<file path="config.mk">
export PLATFORM = sky130hd
export DESIGN_NAME = fcs_sequencer
export DESIGN_NICKNAME = d
export VERILOG_FILES = /design/src/fcs_sequencer.v
export VERILOG_INCLUDE_DIRS = /design/src
export SDC_FILE = /design/constraint.sdc
export NUM_CORES = 1
export LEC_CHECK = 0
export ABC_AREA = 1
export BUFFER_PORTS_ARGS = -buffer_cell sky130_fd_sc_hd__buf_4
export CORE_MARGIN = 5
export CORE_UTILIZATION = 53
export DETAILED_ROUTE_END_ITERATION = 7
export GPL_TIMING_DRIVEN = 0
export PLACE_DENSITY_LB_ADDON = 0.2
export SLEW_MARGIN = 20
export SYNTH_ARGS = -nofsm -noshare
export SYNTH_HDL_FRONTEND = slang
export SYNTH_SLANG_ARGS = --single-unit
</file>
<file path="constraint.sdc">
create_clock -name i_clk -period 1.9 [get_ports i_clk]
set_input_delay 0.38 -clock i_clk [delete_from_list [all_inputs] [get_ports i_clk]]
set_output_delay 0.38 -clock i_clk [all_outputs]
set_load 0.02 [all_outputs]
</file>
<file path="src/fcs_defs.vh">
// Purpose: constants for the switch self-test sequencer
// Assumes: 125 MHz clock, synchronous active-high reset
// Notes:   status word bit positions, launch keys, timing counts
//
// Functional notes
// - Check-active high during test; blocks launches
// - Recovery flag one second after test
// - Undervolt below 45 V, clears above 46 V
// - Pass bit one, fail zero, after test
// - Launch with bits 0-5 set is rejected
// - Rejected flag cleared by successful launch
// - Loss below 36.9 V, clears above 38.4 V
// - Valid zero until first test completes
// - Test switches off FETs, samples node drop
// - Pass set if node dropped, else cleared
// - Status word is read-only to host
`ifndef FCS_DEFS_VH
`define FCS_DEFS_VH

// ---------------------------------------------------------------
// Status word bit positions
// ---------------------------------------------------------------
`define FCS_BIT_A_ACTIVE   0
`define FCS_BIT_B_ACTIVE   1
`define FCS_BIT_A_RECOVER  2
`define FCS_BIT_B_RECOVER  3
`define FCS_BIT_A_UV       4
`define FCS_BIT_B_UV       5
`define FCS_BIT_A_PASS     6
`define FCS_BIT_B_PASS     7
`define FCS_BIT_IGNORED    8
`define FCS_BIT_A_LOSS     9
`define FCS_BIT_B_LOSS     10
`define FCS_BIT_A_VALID    11
`define FCS_BIT_B_VALID    12
`define FCS_STATUS_RESET   16'h0000

// ---------------------------------------------------------------
// Launch keys
// ---------------------------------------------------------------
`define FCS_KEY_A_FIRST    8'h55
`define FCS_KEY_A_SECOND   8'hAA
`define FCS_KEY_B_FIRST    8'h56
`define FCS_KEY_B_SECOND   8'hAB

// ---------------------------------------------------------------
// Timing
// ---------------------------------------------------------------
// Counts at 125 MHz, sized to the 28-bit timers: 1 s hold-off, 100 us off
`define FCS_RECOVER_CYC    28'h773_5940
`define FCS_OFF_CYC        28'h000_30D4

`endif

</file>
<file path="src/fcs_sequencer.v">
// Purpose: switch self-test sequencer with status word and launch key
// Assumes: host writes key bytes as single-cycle strobes
// Notes:   voltage thresholds arrive as comparator levels
`timescale 1ns/1ps
`default_nettype none
`include "fcs_defs.vh"

module fcs_sequencer #(
   parameter [27:0] RECOVER_CYC = `FCS_RECOVER_CYC,
   parameter [27:0] OFF_CYC     = `FCS_OFF_CYC
) (
   // Clock and reset
   input  wire        i_clk,
   input  wire        i_rst,
   // Launch key register write port
   input  wire        i_key_wr,
   input  wire [7:0]  i_key_data,
   // Status word write strobe (ignored)
   input  wire        i_status_wr,
   input  wire [15:0] i_status_wdata,
   // Comparator inputs, per feed
   input  wire        i_feeda_below_45v,
   input  wire        i_feeda_above_46v,
   input  wire        i_feedb_below_45v,
   input  wire        i_feedb_above_46v,
   input  wire        i_feeda_below_36v9,
   input  wire        i_feeda_above_38v4,
   input  wire        i_feedb_below_36v9,
   input  wire        i_feedb_above_38v4,
   input  wire        i_feeda_node_dropped,
   input  wire        i_feedb_node_dropped,
   // Switch controls
   output reg         o_feeda_fet_off,
   output reg         o_feedb_fet_off,
   // Status word
   output wire [15:0] o_switch_selftest_status,
   output wire [7:0]  o_selftest_launch_key
);

   // ---------------------------------------------------------------
   // Comparator synchronisers
   // ---------------------------------------------------------------
   reg  [9:0]  sync1_reg;
   reg  [9:0]  sync2_reg;
   // Only the second stage feeds any flag
   always @(posedge i_clk) begin
      if (i_rst) begin
         sync1_reg <= 10'h000;
         sync2_reg <= 10'h000;
      end else begin
         sync1_reg <= {i_feedb_node_dropped, i_feeda_node_dropped,
                       i_feedb_above_38v4, i_feedb_below_36v9,
                       i_feeda_above_38v4, i_feeda_below_36v9,
                       i_feedb_above_46v, i_feedb_below_45v,
                       i_feeda_above_46v, i_feeda_below_45v};
         sync2_reg <= sync1_reg;
      end
   end

   // ---------------------------------------------------------------
   // Status flags
   // ---------------------------------------------------------------
   localparam [1:0] ST_IDLE    = 2'h0;
   localparam [1:0] ST_OFF     = 2'h1;
   localparam [1:0] ST_RECOVER = 2'h2;

   reg  [1:0]  st_a_reg, st_b_reg;
   reg  [27:0] cnt_a_reg, cnt_b_reg;
   reg         uv_a_reg, uv_b_reg, loss_a_reg, loss_b_reg;
   reg         pass_a_reg, pass_b_reg, valid_a_reg, valid_b_reg;
   reg         ignored_reg;
   reg  [7:0]  key_reg;
   reg         armed_a_reg, armed_b_reg;

   wire        act_a   = (st_a_reg == ST_OFF);
   wire        act_b   = (st_b_reg == ST_OFF);
   wire        rec_a   = (st_a_reg == ST_RECOVER);
   wire        rec_b   = (st_b_reg == ST_RECOVER);
   wire        busy    = act_a | act_b | rec_a | rec_b |
                         uv_a_reg | uv_b_reg;
   wire        req_a   = i_key_wr & armed_a_reg &
                         (i_key_data == `FCS_KEY_A_SECOND);
   wire        req_b   = i_key_wr & armed_b_reg &
                         (i_key_data == `FCS_KEY_B_SECOND);
   wire        go_a    = req_a & ~busy;
   wire        go_b    = req_b & ~busy;

   // ---------------------------------------------------------------
   // Status word assembly
   // ---------------------------------------------------------------
   // Reserved bits read zero; nothing here is host-writable
   reg  [15:0] status_word;
   always @* begin
      status_word                    = `FCS_STATUS_RESET;
      status_word[`FCS_BIT_A_ACTIVE]  = act_a;
      status_word[`FCS_BIT_B_ACTIVE]  = act_b;
      status_word[`FCS_BIT_A_RECOVER] = rec_a;
      status_word[`FCS_BIT_B_RECOVER] = rec_b;
      status_word[`FCS_BIT_A_UV]      = uv_a_reg;
      status_word[`FCS_BIT_B_UV]      = uv_b_reg;
      status_word[`FCS_BIT_A_PASS]    = pass_a_reg;
      status_word[`FCS_BIT_B_PASS]    = pass_b_reg;
      status_word[`FCS_BIT_IGNORED]   = ignored_reg;
      status_word[`FCS_BIT_A_LOSS]    = loss_a_reg;
      status_word[`FCS_BIT_B_LOSS]    = loss_b_reg;
      status_word[`FCS_BIT_A_VALID]   = valid_a_reg;
      status_word[`FCS_BIT_B_VALID]   = valid_b_reg;
   end
   assign o_switch_selftest_status = status_word;
   assign o_selftest_launch_key    = key_reg;

   // Hysteresis holds until the opposite threshold is crossed
   always @(posedge i_clk) begin
      if (i_rst) begin
         uv_a_reg   <= 1'b0;
         uv_b_reg   <= 1'b0;
         loss_a_reg <= 1'b0;
         loss_b_reg <= 1'b0;
      end else begin
         if (sync2_reg[0]) uv_a_reg <= 1'b1;
         else if (sync2_reg[1]) uv_a_reg <= 1'b0;
         if (sync2_reg[2]) uv_b_reg <= 1'b1;
         else if (sync2_reg[3]) uv_b_reg <= 1'b0;
         if (sync2_reg[4]) loss_a_reg <= 1'b1;
         else if (sync2_reg[5]) loss_a_reg <= 1'b0;
         if (sync2_reg[6]) loss_b_reg <= 1'b1;
         else if (sync2_reg[7]) loss_b_reg <= 1'b0;
      end
   end

   // ---------------------------------------------------------------
   // Launch key decode
   // ---------------------------------------------------------------
   // Any write that is not the first byte disarms, so only the pair counts
   always @(posedge i_clk) begin
      if (i_rst) begin
         key_reg     <= 8'h00;
         armed_a_reg <= 1'b0;
         armed_b_reg <= 1'b0;
         ignored_reg <= 1'b0;
      end else if (i_key_wr) begin
         key_reg     <= i_key_data;
         armed_a_reg <= (i_key_data == `FCS_KEY_A_FIRST);
         armed_b_reg <= (i_key_data == `FCS_KEY_B_FIRST);
         if ((req_a | req_b) & busy) ignored_reg <= 1'b1;
         else if (go_a | go_b) ignored_reg <= 1'b0;
      end
   end

   // ---------------------------------------------------------------
   // Per-feed sequencers
   // ---------------------------------------------------------------
   // Shared down-count step for both feeds' timers
   function [27:0] fcs_dec;
      input [27:0] val;
      begin
         fcs_dec = val - 28'h000_0001;
      end
   endfunction

   // Timers load count minus one so each phase lasts the full count
   // Status writes are deliberately unused: the word is read-only
   always @(posedge i_clk) begin
      if (i_rst) begin
         st_a_reg <= ST_IDLE;
         st_b_reg <= ST_IDLE;
         cnt_a_reg <= 28'h000_0000;
         cnt_b_reg <= 28'h000_0000;
         o_feeda_fet_off <= 1'b0;
         o_feedb_fet_off <= 1'b0;
         pass_a_reg  <= 1'b0;
         pass_b_reg  <= 1'b0;
         valid_a_reg <= 1'b0;
         valid_b_reg <= 1'b0;
      end else begin
         case (st_a_reg)
            ST_IDLE: begin
               if (go_a) begin
                  st_a_reg        <= ST_OFF;
                  o_feeda_fet_off <= 1'b1;
                  cnt_a_reg       <= fcs_dec(OFF_CYC);
               end
            end
            ST_OFF: begin
               if (cnt_a_reg == 28'h000_0000) begin
                  pass_a_reg      <= sync2_reg[8];
                  valid_a_reg     <= 1'b1;
                  o_feeda_fet_off <= 1'b0;
                  st_a_reg        <= ST_RECOVER;
                  cnt_a_reg       <= fcs_dec(RECOVER_CYC);
               end else cnt_a_reg <= fcs_dec(cnt_a_reg);
            end
            ST_RECOVER: begin
               if (cnt_a_reg == 28'h000_0000) st_a_reg <= ST_IDLE;
               else cnt_a_reg <= fcs_dec(cnt_a_reg);
            end
            default: st_a_reg <= ST_IDLE;
         endcase
         case (st_b_reg)
            ST_IDLE: begin
               if (go_b) begin
                  st_b_reg        <= ST_OFF;
                  o_feedb_fet_off <= 1'b1;
                  cnt_b_reg       <= fcs_dec(OFF_CYC);
               end
            end
            ST_OFF: begin
               if (cnt_b_reg == 28'h000_0000) begin
                  pass_b_reg      <= sync2_reg[9];
                  valid_b_reg     <= 1'b1;
                  o_feedb_fet_off <= 1'b0;
                  st_b_reg        <= ST_RECOVER;
                  cnt_b_reg       <= fcs_dec(RECOVER_CYC);
               end else cnt_b_reg <= fcs_dec(cnt_b_reg);
            end
            ST_RECOVER: begin
               if (cnt_b_reg == 28'h000_0000) st_b_reg <= ST_IDLE;
               else cnt_b_reg <= fcs_dec(cnt_b_reg);
            end
            default: st_b_reg <= ST_IDLE;
         endcase
      end
   end

endmodule // fcs_sequencer
`default_nettype wire

</file>
==> qor.yml <==
status: "complete, but fails checks"
violations: "negative setup slack"
power_density_nw_per_um2: 1280
die_x_um: 113
via_per_inst: 5.23
tightest_slew_ns: 0.868
crit_path_end_kind: "flip-flop"
synth_adder_area_share: 0.0267
grt-ovfl-total: 0
grt_max_degree: 19
switching_share: 0.469
worstSetupPathType: "reg -> reg"
yosys.area_share.simple: 0.365
setup_violations: 47
synth_cell_types: 35
grt_pass1_wl_mm: 24.5
critPathMaxFanout: 5
netlist_instances: 883
hold_viol: 0
tns_ns: -2.47
intPower_mw: 4.79
cp.arrival_ns: 2.31
min_period_ns: 1.99
ioPinCount: 64
drtPass1Iterations: 6
synth_top_family_by_area: "simple AND/OR/NAND/NOR gates"
drc: 0
maxSlewViolCount: 0
first_iter_violations: 417
syn_area_um2: 5630
yosysWarnings: 0
hold_slack_ns: 0.194
p_seq_frac: 0.272
path_cells: "buf_6 > ha_4 > nor2_4 > nand2_2 > nor2_4 > nand3_4 > nand2_4 > nand2_4 > nor2_4 > buf_6 > nand3_1 > a21oi_1"
crit_top_cell: "nor2_4"
clkTransAtPathRegs_ns: 0.11
clk_latency_ns: 0.38
fin_nets: 1009
synth-edff-count: 0
hpwlAfterDp_mm: 10.3
period_share: 1.05
antenna_found_initial: 0
synth_compound_area_frac: 0.114
dr_total_vias: 5749
start_kind: "flip-flop"
cts_sinks: 101
async_reset_ff_frac: 0
pwr-share-clk: 0.160
vdd.ir_drop.worst_mv: 0.772
ant_nets: 0
slew-limit-headroom: 0.421
synth-xor-area-share: 0.0233
mostFrequentLayoutCells: "nand2_1 (177), nor2_1 (167), dfxtp_1 (97)"
worstHoldPathType: "in -> reg"
core-area_um2: 10300
finalWeightedCongestion: 0.923
h-tree-depth: 3
setup_slack_ns: -0.0914
final_common_cell: "nand2_1"
rsz0062_at_grt: "yes"
cpPeakStageDelay_ns: 0.35
avgSynthCellArea_um2: 6.37
ys_seq_area_frac: 0.359
die_h_um: 113
antenna_cells: 0
max_freq_ghz: 0.502
place_ws_ns: -0.501
cts_root_buf: "clkbuf_8"
comb_power_share: 0.568
p_sw_mw: 4.24
grt_pass1_vias: 5146
cts.path.max_buffers: 2
dieArea_um2: 12800
tritoncts: "built"
slowest_stage: "dfxtp_2"
grt_usage: 0.232
rows: 37
synth_seq_cells: 101
max_cap_violations: 0
cts_buffers: 9
wl_per_cell_um: 13.9
routed_wl_mm: 15.3
start_util: 0.545
clock_skew_ns: 0.0139
syn_to_final_growth_pct: 25.5
cellLeakagePower_nw: 3.31
synth_flop_cell: "dfxtp_1"
cts_hold_buf: 0
required_ns: 2.22
drive_gt1_frac: 0.239
synth_mux_area_frac: 0
port_buffers: 42
## cell families (layout without fill, tap and decap cells)
| family | Yosys count | in the layout |
|---|---|---|
| adders and majority gates | 12 | 12 |
| and+or+nand+nor | 489 | 491 |
| xor gates and xnor gates | 15 | 15 |
| DFF | 101 | 101 |
| other | 1 | 3 |
| AOI/OAI and AO/OA | 125 | 125 |
| buffers and inverters | 140 | 217 |
## routing by layer
metal / vias up / track usage / part of all wire
met5: - / 0 / 0
met4: 0 / 0.0641 / 0.024
met3: 30 / 0.0449 / 0.050
met2: 164 / 0.392 / 0.50
met1: 2633 / 0.302 / 0.43
li1: 2922 / - / -
## path summary, 6_finish.rpt
check | startpoint | end | slack [ns] | cells after the start
min reg2reg | sync1_reg[4] | sync2_reg[4] | 0.41 | 2
max | st_a_reg[0] | cnt_a_reg[27] | -0.09 | 12
min | i_feedb_below_36v9 | sync1_reg[6] | 0.19 | 3
max reg2reg | st_a_reg[0] | cnt_a_reg[27] | -0.09 | 12
## repair_timing
item,CTS,global route
resized for setup,56,116
buffers inserted,11,4
pin swaps,17,43
gates cloned,6,0
hold endpoints to repair,0,0
endpoints found under the setup margin,62,63
## stage by stage
stage,instances,util,power (mW),area (um2)
6_report,1100,0.684,9.03,7060
4_1_cts,1096,0.643,8.41,6640
3_5_place_dp,1063,0.593,6.65,6120
5_1_grt,1100,0.684,9.75,7060
3_3_place_gp,1063,0.593,6.61,6120
2_1_floorplan,885,-,5.76,5640
## cell usage after synthesis, types with 4 or more instances
library cell    n  area share
nand3_1        60       0.053
xor2_1         10       0.016
o21ai_1         4      0.0036
clkbuf_1       11      0.0073
xnor2_1         5      0.0078
nor2_2          6      0.0067
o21ai_0        48       0.043
or2_2           5      0.0056
inv_1          99       0.066
dfxtp_1       101        0.36
a21oi_1        67       0.060
nand2_1       202        0.13
nand4_1         8      0.0089
nor2_1        182        0.12
buf_4          18       0.024
ha_1           12       0.027
buf_6           4      0.0080
nand3b_1        5      0.0067
nor3_1         13       0.012
## area by class of cell
class,instances,area (um2)
buffer,38,272
clock buffer,9,124
clock inverter,7,81.3
fill,913,3260
inverter,102,388
multi-input combinational,646,3500
sequential,101,2030
tap,136,170
timing repair buffer,61,489
## power by group through the flow
stage,clock [mW],sequential [mW],combinational [mW]
floorplan,0,2.45,3.30
global placement,0,2.46,4.15
detailed placement,0,2.47,4.19
CTS,1.47,2.43,4.51
global route,1.55,2.48,5.72
finish,1.44,2.45,5.13
## worst max-delay path, delay by kind of cell, from the launching register on
kind | cells | cell delay [ns]
DFF | 1 | 0.35
adders and majority gates | 1 | 0.16
AOI/OAI and AO/OA | 1 | 0.14
and+or+nand+nor | 8 | 0.96
buffers and inverters | 2 | 0.30
Power figures use the tool's default switching activity.
